File: src/shared/hp_pkg.sv
`default_nettype none
package hp_pkg;
    // timing
    localparam int unsigned CLK_NS       = 25;
    localparam int unsigned RST_PULSE_NS = 125000;
    localparam int unsigned RST_CYC      = (RST_PULSE_NS + CLK_NS - 1) / CLK_NS;
    localparam int unsigned WDOG_MS      = 128;
    localparam int unsigned WDOG_CYC     = WDOG_MS * 1000000 / CLK_NS;
    localparam logic [2:0]  WARM_DONE    = 3'h7;
    // serial header codes, bit 2 masked off
    localparam logic [7:0]  HDR_MASK     = 8'hFB;
    localparam logic [7:0]  HDR_CONST    = 8'h43;
    localparam logic [7:0]  HDR_MIX_NI   = 8'h41;
    localparam logic [7:0]  HDR_MIX_IL   = 8'h49;
    localparam int unsigned HDR_HALF_BIT = 2;
    localparam int unsigned ADR_RD_BIT   = 7;
    // fifo window and aliases
    localparam logic [7:0]  FIFO_TOP     = 8'h1F;
    localparam logic [7:0]  FIFO_AL0     = 8'h6A;
    localparam logic [7:0]  FIFO_AL1     = 8'h7A;
    // local registers
    localparam logic [7:0]  TOP_IRQ_STATUS_ADDR    = 8'hF8;
    localparam logic [7:0]  MASK_ADDR    = 8'hF9;
    localparam logic [7:0]  CFG_ADDR     = 8'hFA;
    localparam logic [7:0]  WDOG_ADDR    = 8'hFB;
    localparam logic [7:0]  MASK_RST     = 8'h00;
    localparam logic [2:0]  CFG_RST      = 3'h0;
    localparam int unsigned POL_BIT      = 2;
    localparam int unsigned AUX_BIT      = 0;
    // reset source select codes
    localparam logic [1:0]  SEL_NONE     = 2'h0;
    localparam logic [1:0]  SEL_RSVD     = 2'h1;
    localparam logic [1:0]  SEL_CIW      = 2'h2;
    localparam logic [1:0]  SEL_WDOG     = 2'h3;
    // watchdog key pairs {first, second}
    localparam logic [1:0]  KEY_STEP1    = 2'h2;
    localparam logic [1:0]  KEY_STEP2    = 2'h1;

    typedef struct packed {
        logic       cs_n;
        logic       sclk;
        logic       serial_data_in;
        logic       wr_n;
        logic       rd_n;
        logic       ale;
        logic       wake_n;
        logic       addr_mode_pin;
        logic [7:0] a;
        logic [7:0] ad;
    } hp_pins_t;

    typedef struct packed {
        logic [7:0] addr;
        logic [7:0] wdata;
        logic       we;
        logic       re;
        logic       fifo;
        logic [7:0] slot;
    } hp_req_t;

    typedef enum logic [2:0] {PH_HDR, PH_ADR, PH_DMY, PH_CRD, PH_WR, PH_IGN} hp_ph_t;

    typedef struct packed {
        hp_pins_t    sy1;
        hp_pins_t    sy2;
        hp_pins_t    sy3;
        hp_pins_t    flt;
        hp_pins_t    prv;
        logic [2:0]  wc;
        logic        mux_lk;
        logic [7:0]  la;
        logic [7:0]  ptr;
        logic        acc;
        logic        aw;
        logic [7:0]  pdo;
        logic        poe;
        logic        ld;
        hp_ph_t      ph;
        logic [7:0]  hdr;
        logic [7:0]  sh;
        logic [2:0]  bc;
        logic [7:0]  tx;
        logic        serial_data_out;
        logic [7:0]  wad;
        logic [7:0]  fptr;
        hp_req_t     q;
        logic [2:0]  cfg;
        logic [7:0]  mask;
        logic        wdog_overflow_flag;
        logic        irq;
        logic        wd_on;
        logic        wd_arm;
        logic [22:0] wd_cnt;
        logic [12:0] rp;
        logic        rst_n;
        logic        osc;
        logic [3:0]  ci;
    } hp_st_t;
endpackage
`default_nettype wire

File: src/hw/hp_host_port.sv
// Operation
// - constant-address fifo addresses reach current slot; pointer advances per data byte.
// - non-interleaved mixed header: read pairs, then write address gives repeated writes.
// - interleaved mixed header: reads overlapped; write address gives repeated writes.
// - parallel bus style from address-latch pin: high, low, or toggling.
// - any address-latch edge locks multiplexed style until hardware reset.
// - non-multiplexed style takes access address from separate address lines.
// - multiplexed style latches address from shared lines on address-latch strobe.
// - addressing-mode pin low selects direct, high selects indirect addressing.
// - indirect mode uses address bit zero: pointer or data register.
// - top interrupt status holds eight source-group flags.
// - interrupt output stays active until all pending sources are cleared.
// - mask bits suppress matching status indications from the interrupt output.
// - mask all ones then restore produces a fresh interrupt edge.
// - reset-source code routes wake and code change only at code 2; watchdog expiry is routed under every code.
// - any internal reset source returns the configuration register to default.
// - selected code change gives a reset pulse of 125 to 250 us.
// - wake low restarts oscillator; when selected gives 125 to 250 us pulse.
// - selecting watchdog clears and starts the watchdog timer.
// - missed keys expire watchdog: overflow flag set, 125 us reset pulse.
// - watchdog stays active once started; only hardware reset stops it.
// - serial header bit 2 selects lower or upper 128 register locations.
// - serial port samples on rising clock, shifts out on falling, msb first.
// - interrupt output active low by default, programmable active high.
`timescale 1ns/1ps
`default_nettype none
module hp_host_port #(
    parameter int unsigned RST_PULSE_CYC = hp_pkg::RST_CYC,
    parameter int unsigned WDOG_LIM_CYC  = hp_pkg::WDOG_CYC
) (
    // clock and reset
    input  wire logic             sys_clk,
    input  wire logic             sys_rst,
    // interface strap
    input  wire logic             serial_sel,
    // host pins
    input  wire hp_pkg::hp_pins_t pins,
    output logic                  serial_data_out,
    output logic [7:0]            ad_out,
    output logic                  ad_oe,
    output logic                  irq_pin,
    output logic                  reset_output_n,
    output logic                  osc_restart,
    // chip side
    input  wire logic [7:0]       irq_src,
    input  wire logic [3:0]       ci_code,
    input  wire logic [7:0]       reg_rdata,
    output hp_pkg::hp_req_t       reg_req
);
    localparam int unsigned PW = $bits(hp_pkg::hp_pins_t);

    hp_pkg::hp_st_t st_q;
    hp_pkg::hp_st_t st_d;
    logic [PW-1:0]  dif;
    logic [7:0]     stat;
    logic [7:0]     rdm;
    logic [7:0]     b;
    logic [7:0]     ht;
    logic [7:0]     ia;
    logic [7:0]     idat;
    logic [7:0]     base;
    logic           warm;
    logic           ird;
    logic           iwr;
    logic           ale_e;
    logic           cs_rise;
    logic           mot;
    logic           act;
    logic           isrd;
    logic           pend;
    logic           cic_f;
    logic           wake_f;
    logic           wd_f;
    logic           wd_sel;
    logic           fire;
    logic           route;

    always_comb begin
        st_d = st_q;
        ird = 1'b0;
        iwr = 1'b0;
        ia = st_q.wad;
        idat = 8'h00;
        b = {st_q.sh[6:0], st_q.flt.serial_data_in};
        ht = st_q.hdr & hp_pkg::HDR_MASK;
        warm = st_q.wc == hp_pkg::WARM_DONE;
        // pin filter: a change counts once stages two and three agree
        st_d.sy1 = pins;
        st_d.sy2 = st_q.sy1;
        st_d.sy3 = st_q.sy2;
        dif = st_q.sy2 ^ st_q.sy3;
        st_d.flt = hp_pkg::hp_pins_t'((st_q.sy3 & ~dif) | (st_q.flt & dif));
        st_d.prv = st_q.flt;
        if (!warm) begin
            st_d.wc = st_q.wc + 3'h1;
        end
        // top status and read mux
        stat = irq_src;
        stat[hp_pkg::AUX_BIT] = irq_src[hp_pkg::AUX_BIT] | st_q.wdog_overflow_flag;
        pend = |(stat & ~st_q.mask);
        case (st_q.q.addr)
            hp_pkg::TOP_IRQ_STATUS_ADDR: rdm = stat;
            hp_pkg::MASK_ADDR: rdm = st_q.mask;
            hp_pkg::CFG_ADDR:  rdm = {5'h00, st_q.cfg};
            default:           rdm = reg_rdata;
        endcase
        if (st_q.ld) begin
            st_d.tx = rdm;
            st_d.pdo = rdm;
            st_d.ld = 1'b0;
        end
        cs_rise = 1'b0;
        ale_e = 1'b0;
        mot = 1'b0;
        act = 1'b0;
        isrd = 1'b0;
        base = st_q.flt.a;
        if (warm && serial_sel) begin
            cs_rise = ~st_q.prv.cs_n & st_q.flt.cs_n;
            if (cs_rise) begin
                // partial byte is simply dropped
                st_d.ph = hp_pkg::PH_HDR;
                st_d.bc = 3'h0;
                st_d.fptr = 8'h00;
            end else if (!st_q.flt.cs_n && !st_q.prv.sclk && st_q.flt.sclk) begin
                st_d.sh = b;
                st_d.bc = st_q.bc + 3'h1;
                if (st_q.bc == 3'h7) begin
                    case (st_q.ph)
                        hp_pkg::PH_HDR: begin
                            st_d.hdr = b;
                            if ((b & hp_pkg::HDR_MASK) == hp_pkg::HDR_CONST ||
                                (b & hp_pkg::HDR_MASK) == hp_pkg::HDR_MIX_NI ||
                                (b & hp_pkg::HDR_MASK) == hp_pkg::HDR_MIX_IL) begin
                                st_d.ph = hp_pkg::PH_ADR;
                            end else begin
                                st_d.ph = hp_pkg::PH_IGN;
                            end
                        end
                        hp_pkg::PH_ADR: begin
                            ia = {st_q.hdr[hp_pkg::HDR_HALF_BIT], b[6:0]};
                            st_d.wad = ia;
                            if (b[hp_pkg::ADR_RD_BIT]) begin
                                ird = 1'b1;
                                if (ht == hp_pkg::HDR_CONST) begin
                                    st_d.ph = hp_pkg::PH_CRD;
                                end else if (ht == hp_pkg::HDR_MIX_NI) begin
                                    st_d.ph = hp_pkg::PH_DMY;
                                end
                                // interleaved: next address arrives while data leaves
                            end else begin
                                st_d.ph = hp_pkg::PH_WR;
                            end
                        end
                        hp_pkg::PH_DMY: st_d.ph = hp_pkg::PH_ADR;
                        hp_pkg::PH_CRD: begin
                            ird = 1'b1;
                            st_d.fptr = st_q.fptr + 8'h01;
                        end
                        hp_pkg::PH_WR: begin
                            iwr = 1'b1;
                            idat = b;
                            if (ht == hp_pkg::HDR_CONST) begin
                                st_d.fptr = st_q.fptr + 8'h01;
                            end
                        end
                        default: ;
                    endcase
                end
            end else if (!st_q.flt.cs_n && st_q.prv.sclk && !st_q.flt.sclk) begin
                st_d.serial_data_out = st_q.tx[7];
                st_d.tx = {st_q.tx[6:0], 1'b0};
            end
        end else if (warm) begin
            ale_e = st_q.flt.ale ^ st_q.prv.ale;
            if (ale_e) begin
                st_d.mux_lk = 1'b1;
            end
            if (st_q.prv.ale && !st_q.flt.ale) begin
                st_d.la = st_q.flt.ad;
            end
            base = st_q.mux_lk ? st_q.la : st_q.flt.a;
            mot = ~st_q.mux_lk & st_q.flt.ale;
            act = ~st_q.flt.cs_n & (mot ? ~st_q.flt.rd_n : ~(st_q.flt.rd_n & st_q.flt.wr_n));
            isrd = mot ? st_q.flt.wr_n : ~st_q.flt.rd_n;
            ia = st_q.flt.addr_mode_pin ? st_q.ptr : base;
            st_d.acc = act;
            st_d.poe = act & isrd;
            if (act && !st_q.acc) begin
                st_d.aw = ~isrd;
                if (isrd && st_q.flt.addr_mode_pin && !base[0]) begin
                    st_d.pdo = st_q.ptr;
                end else if (isrd) begin
                    ird = 1'b1;
                end
            end else if (!act && st_q.acc && st_q.aw) begin
                // data taken as it stood while the strobe was still active
                if (st_q.flt.addr_mode_pin && !base[0]) begin
                    st_d.ptr = st_q.prv.ad;
                end else begin
                    iwr = 1'b1;
                    idat = st_q.prv.ad;
                end
            end
        end
        // register request towards the chip
        st_d.q.we = iwr;
        st_d.q.re = ird;
        if (ird || iwr) begin
            st_d.q.addr = ia;
            st_d.q.wdata = idat;
            st_d.q.slot = st_q.fptr;
            st_d.q.fifo = serial_sel && ht == hp_pkg::HDR_CONST &&
                          (ia <= hp_pkg::FIFO_TOP || ia == hp_pkg::FIFO_AL0 ||
                           ia == hp_pkg::FIFO_AL1);
            st_d.ld = ird;
        end
        // watchdog
        wd_f = st_q.wd_on && st_q.wd_cnt == 23'(WDOG_LIM_CYC - 1);
        wd_sel = st_q.q.we && st_q.q.addr == hp_pkg::CFG_ADDR &&
                 st_q.q.wdata[1:0] == hp_pkg::SEL_WDOG;
        if (st_q.wd_on) begin
            st_d.wd_cnt = st_q.wd_cnt + 23'h1;
        end
        if (st_q.q.we) begin
            case (st_q.q.addr)
                hp_pkg::MASK_ADDR: st_d.mask = st_q.q.wdata;
                hp_pkg::CFG_ADDR:  st_d.cfg = st_q.q.wdata[2:0];
                hp_pkg::WDOG_ADDR: begin
                    // keys only count in order: step1 then step2
                    st_d.wd_arm = st_q.q.wdata[1:0] == hp_pkg::KEY_STEP1;
                    if (st_q.wd_arm && st_q.q.wdata[1:0] == hp_pkg::KEY_STEP2) begin
                        st_d.wd_cnt = 23'h0;
                    end
                end
                default: ;
            endcase
        end
        if (wd_sel) begin
            st_d.wd_on = 1'b1;
            st_d.wd_cnt = 23'h0;
            st_d.wd_arm = 1'b0;
        end
        if (st_q.q.re && st_q.q.addr == hp_pkg::TOP_IRQ_STATUS_ADDR) begin
            st_d.wdog_overflow_flag = 1'b0;
        end
        if (wd_f) begin
            st_d.wdog_overflow_flag = 1'b1;
            st_d.wd_cnt = 23'h0;
        end
        // reset sources
        st_d.ci = ci_code;
        cic_f = warm && ci_code != st_q.ci;
        wake_f = warm && st_q.prv.wake_n && !st_q.flt.wake_n;
        st_d.osc = wake_f;
        fire = cic_f | wake_f | wd_f;
        route = (st_q.cfg[1:0] == hp_pkg::SEL_CIW && (cic_f || wake_f)) || wd_f;
        if (fire) begin
            st_d.cfg = hp_pkg::CFG_RST;
        end
        if (route) begin
            st_d.rp = 13'(RST_PULSE_CYC);
        end else if (st_q.rp != 13'h0) begin
            st_d.rp = st_q.rp - 13'h1;
        end
        st_d.rst_n = st_d.rp == 13'h0;
        // polarity applied in the flop so the pin never glitches
        st_d.irq = st_q.cfg[hp_pkg::POL_BIT] ? pend : ~pend;
    end

    always_ff @(posedge sys_clk) begin
        if (sys_rst) begin
            st_q <= '0;
            st_q.irq <= 1'b1;
            st_q.mask <= hp_pkg::MASK_RST;
            st_q.cfg <= hp_pkg::CFG_RST;
        end else begin
            st_q <= st_d;
        end
    end

    assign serial_data_out = st_q.serial_data_out;
    assign ad_out = st_q.pdo;
    assign ad_oe = st_q.poe;
    assign irq_pin = st_q.irq;
    assign reset_output_n = st_q.rst_n;
    assign osc_restart = st_q.osc;
    assign reg_req = st_q.q;
endmodule
`default_nettype wire

File: config.mk
export PLATFORM = sky130hd
export DESIGN_NAME = hp_host_port
export DESIGN_NICKNAME = d
export VERILOG_FILES = /design/src/shared/hp_pkg.sv /design/src/hw/hp_host_port.sv
export SDC_FILE = /design/constraint.sdc
export NUM_CORES = 1
export LEC_CHECK = 0
export ABC_AREA = 1
export BUFFER_PORTS_ARGS = -buffer_cell sky130_fd_sc_hd__buf_2
export CAP_MARGIN = 20
export CORE_MARGIN = 10
export CORE_UTILIZATION = 35
export CTS_CLUSTER_SIZE = 40
export DETAILED_ROUTE_END_ITERATION = 10
export PLACE_DENSITY_LB_ADDON = 0.1
export SLEW_MARGIN = 20
export SYNTH_ARGS = -nofsm -noshare
export SYNTH_HDL_FRONTEND = slang
export SYNTH_SLANG_ARGS = --single-unit
File: constraint.sdc
create_clock -name sys_clk -period 2.1 [get_ports sys_clk]
set_input_delay 0.42 -clock sys_clk [delete_from_list [all_inputs] [get_ports sys_clk]]
set_output_delay 0.42 -clock sys_clk [all_outputs]
set_load 0.01 [all_outputs]
==> impl_summary.log <==
[metrics] distinct cell type count after synthesis: 46
[metrics] antenna viol nets, final: 0
[metrics] max frequency: 510 MHz
[metrics] Post-Syn Instances: about 1,500
[metrics] sequential area share after synthesis: about half
[metrics] startpoint of the worst-slack reg-to-reg timing path: st_q[109]
[metrics] Final min period: 1.96 ns
[metrics] Hold WC Path Type: in -> reg
[metrics] die extent in y: 199 microns
[metrics] family with the most delay on the worst path: simple AND/OR/NAND/NOR gates
[metrics] first-pass GRT wire length: 46.2 mm
[metrics] initial antenna violation count: 0
[metrics] data required time of the worst path: ~2.6 ns
[metrics] most common library cell in the layout ignoring fill and taps: sky130_fd_sc_hd__dfxtp_1
[metrics] Die Footprint: roughly 0.040 sq mm
[metrics] clock tree from TritonCTS: yes
[metrics] worst hold slack: ~0.047 ns
[metrics] post-detailed-route DRC marker count: 0
[metrics] Placeable Area: approximately 0.032 sq mm
[metrics] start-to-end type of the worst setup path: reg -> reg
[metrics] R2R cell count: 10
[metrics] crit-path max FO: 7
[metrics] Iter 0 DRT Violations: 499
[metrics] Synth Area in XOR/XNOR: 2.04%
[metrics] Synth async-reset ratio: 0%
[metrics] simple-gate share of the synthesized area: a little under a quarter
[metrics] mean area per synthesized cell: 7.51 sq um
[metrics] area share of fa/ha/maj cells after synthesis: 1.01%
[metrics] # H-tree levels: 1
[metrics] fraction of the mapped netlist area in compound gates: between 10% and 20%
[metrics] slack of the worst reg-to-reg path: 0.14 ns
[metrics] worst reg2reg path endpoint: reg_req[19]
[metrics] DIE WIDTH: 199 microns
[metrics] vias in the first global route: 8,875
[metrics] insertion delay to the later sink of the worst-skew pair: roughly 0.57 ns
[metrics] Wirelength per Cell: 14.1 microns
[metrics] library cell contributing the largest single delay on the critical path: sky130_fd_sc_hd__dfxtp_1
[metrics] sequence of cells on the critical path: ha_1, ha_1, nand3_2, nor2_4, nand2_2, nand2_2, nor2_8, buf_4, o21ai_0, a21oi_1
[metrics] Hold Violations, Final: 0
[metrics] largest family of logic cells by synthesized area: simple AND/OR/NAND/NOR gates
[metrics] final wirelength: around 28 mm
[metrics] number of synthesis warnings: 0
[metrics] area growth from synthesis to final layout: 17.3%
[metrics] cts bufs inserted: 31
[metrics] largest clock skew in the final design: 0.0202 ns
[metrics] port bufs: 86
[metrics] startpoint of the most critical hold path: pins[2]
[metrics] clock tree root buffer cell: sky130_fd_sc_hd__clkbuf_16
[metrics] total routing usage reported by global routing: 14.2%
[metrics] CTS hold repair buffers: 0
[metrics] count of placed standard cells including taps: between 1,500 and 2,000
[metrics] clock transition time at the flip-flop clock pins of the worst setup and hold paths: 0.06 ns
[metrics] worst path bufs/invs: 1
[metrics] diodes inserted: 0
[metrics] count of flip-flops with a built-in enable after synthesis: 0
[metrics] Final nets: 1,629
[metrics] multiplexer fraction of the synthesized cell area: 0%
[metrics] count of pins over their slew limit: 0
[metrics] DRT Pass-1 Iters: 5
[metrics] Final Non-Filler Cells: 1,998
[metrics] status: complete, no violations
[metrics] largest net degree at the start of global routing: between 100 and 150
[metrics] Syn Std Cell Area: 0.0112 sq mm
[metrics] number of storage elements in the synthesis netlist: 270
[metrics] global-route congestion overflow total: 0
[metrics] worst voltage drop across the vdd grid: between 0.6 and 0.7 mV
[metrics] Worst Setup Start Kind: register
[metrics] syn nets: approximately 1,500
[metrics] Pleak: between 0.005 and 0.006 uW
[metrics] count of max-cap constraint violations: 0
[metrics] critical path capture point type: register
[metrics] worst-case hold path end point: st_d[237]
[metrics] Synth Flop Type: sky130_fd_sc_hd__dfxtp_1
[metrics] initial standard-cell utilization of the core: 35.4%
[metrics] worst hold path depth: 3
[metrics] clock tree buffer depth: 3
[metrics] Power Density: ~910 mW/mm^2
[metrics] delay of the slowest critical-path stage: 0.35 ns
[metrics] post-detail-place hpwl: 20.8 mm
[metrics] arrival time of data at the critical path endpoint: roughly 2.4 ns
[metrics] worst-margin pin slew: about 0.51 ns
[metrics] num ports: 87
[metrics] number of vias after detailed routing: 9,290
[metrics] Via-to-Cell Ratio: 4.65
[metrics] share of post-route cells with drive strength above 1: 14.0%
[metrics] relative slew slack: 65.9%
[metrics] count of clock tree sinks: 270
[metrics] overall power: 11,900 uW
[metrics] endpoints failing setup: 0
[metrics] placement row count: 65
[metrics] fin crit share: 93.4%
[metrics] most used cells in the layout excluding fill and tap cells: sky130_fd_sc_hd__dfxtp_1 (270), sky130_fd_sc_hd__nor2_1 (238), sky130_fd_sc_hd__nand2_1 (224)
[metrics] routability congestion estimate: 0.832
-- state kept, by name, indices dropped and copies added (netlist names), named ones only --
| name | flops |
|---|---|
| reset_output_n | 1 |
| osc_restart | 1 |
| reg_req | 27 |
| ad_out | 8 |
| st_d | 48 |
| ht | 7 |
| st_q | 144 |
| ad_oe | 1 |
| b | 7 |
| irq_pin | 1 |
| serial_data_out | 1 |
-- layout make-up --
type	count	area (sq um)
fill	3321	18400
sequential	270	5410
multi-input combinational	925	4520
clock buffer	50	977
timing repair buffer	133	831
inverter	212	803
tap	402	503
clock inverter	6	76.3
-- Yosys cell counts (7+ instances only) --
cell / n / area [sq um]
sky130_fd_sc_hd__a211oi_1: 10 / 75.1
sky130_fd_sc_hd__xor2_1: 17 / 149
sky130_fd_sc_hd__clkbuf_1: 25 / 93.8
sky130_fd_sc_hd__nor2_1: 238 / 893
sky130_fd_sc_hd__xnor2_1: 9 / 78.8
sky130_fd_sc_hd__nand3_1: 57 / 285
sky130_fd_sc_hd__a21oi_1: 139 / 696
sky130_fd_sc_hd__nand4_1: 21 / 131
sky130_fd_sc_hd__dfxtp_1: 270 / 5410
sky130_fd_sc_hd__buf_4: 40 / 300
sky130_fd_sc_hd__nor3_1: 17 / 85.1
sky130_fd_sc_hd__inv_1: 201 / 754
sky130_fd_sc_hd__nand2_1: 229 / 860
sky130_fd_sc_hd__buf_2: 7 / 35.0
sky130_fd_sc_hd__a31oi_1: 13 / 81.3
sky130_fd_sc_hd__o21ai_0: 105 / 526
sky130_fd_sc_hd__ha_1: 9 / 113
-- metal layers --
layer	share of wire (%)	routed length, microns	track usage, %
met2	44	12300	22.3
met4	1.7	468	3.19
met5	0	0	0
met1	50	14200	19.7
met3	4.5	1280	2.67
-- cell families (layout without fill, tap and decap cells) --
| family | count (synthesis) | count (layout) |
|---|---|---|
| AND/OR/NAND/NOR | 596 | 597 |
| buffers and inverters | 295 | 401 |
| AO/OA/AOI/OAI | 293 | 293 |
| flip-flops | 270 | 270 |
| XOR/XNOR | 26 | 26 |
| adder cells (fa/ha/maj) | 9 | 9 |
-- tightest hold or removal path: stages --
cell and delay (ns):
sky130_fd_sc_hd__buf_2 0.07, sky130_fd_sc_hd__inv_1 0.03, sky130_fd_sc_hd__nor2_1 0.06
-- power by group --
part | internal, uW | total (uW) | switching, uW
clock network | 3290 | 5440 | 2140
logic | 429 | 1130 | 698
registers | 5270 | 5360 | 88.3
total | 8990 | 11900 | 2930
-- how the worst max path moves through the flow --
stage,start,end,slack (ns),depth (start not counted)
detailed placement,st_q[160],reg_req[4],-0.005,10
global placement,st_q[160],reset_output_n,0.08,14
CTS,st_q[160],reset_output_n,0.02,14
floorplan,st_q[160],reg_req[23],0.13,12
global route,st_q[160],reg_req[4],-0.005,10
finish,st_q[109],reg_req[19],0.14,10
-- through the flow --
stage / TNS, ns / cell area, sq um / utilization (%) / setup WS [ns]
3_5_place_dp: -0.00461 / 12000 / 38.0 / -0.00461
3_3_place_gp: 0 / 12000 / 38.0 / 0.0809
6_report: 0 / 13100 / 41.6 / 0.139
4_1_cts: 0 / 13000 / 41.4 / 0.0153
2_1_floorplan: 0 / 11200 / - / 0.126
5_1_grt: -0.00598 / 13100 / 41.6 / -0.00453
-- what timing repair did --
item,4_1_cts,5_1_grt
setup endpoints to repair,7,75
setup buffers,2,1
pin swaps,1,3
gates resized for setup,0,15
gates cloned,0,1
Power figures use the tool's default switching activity.
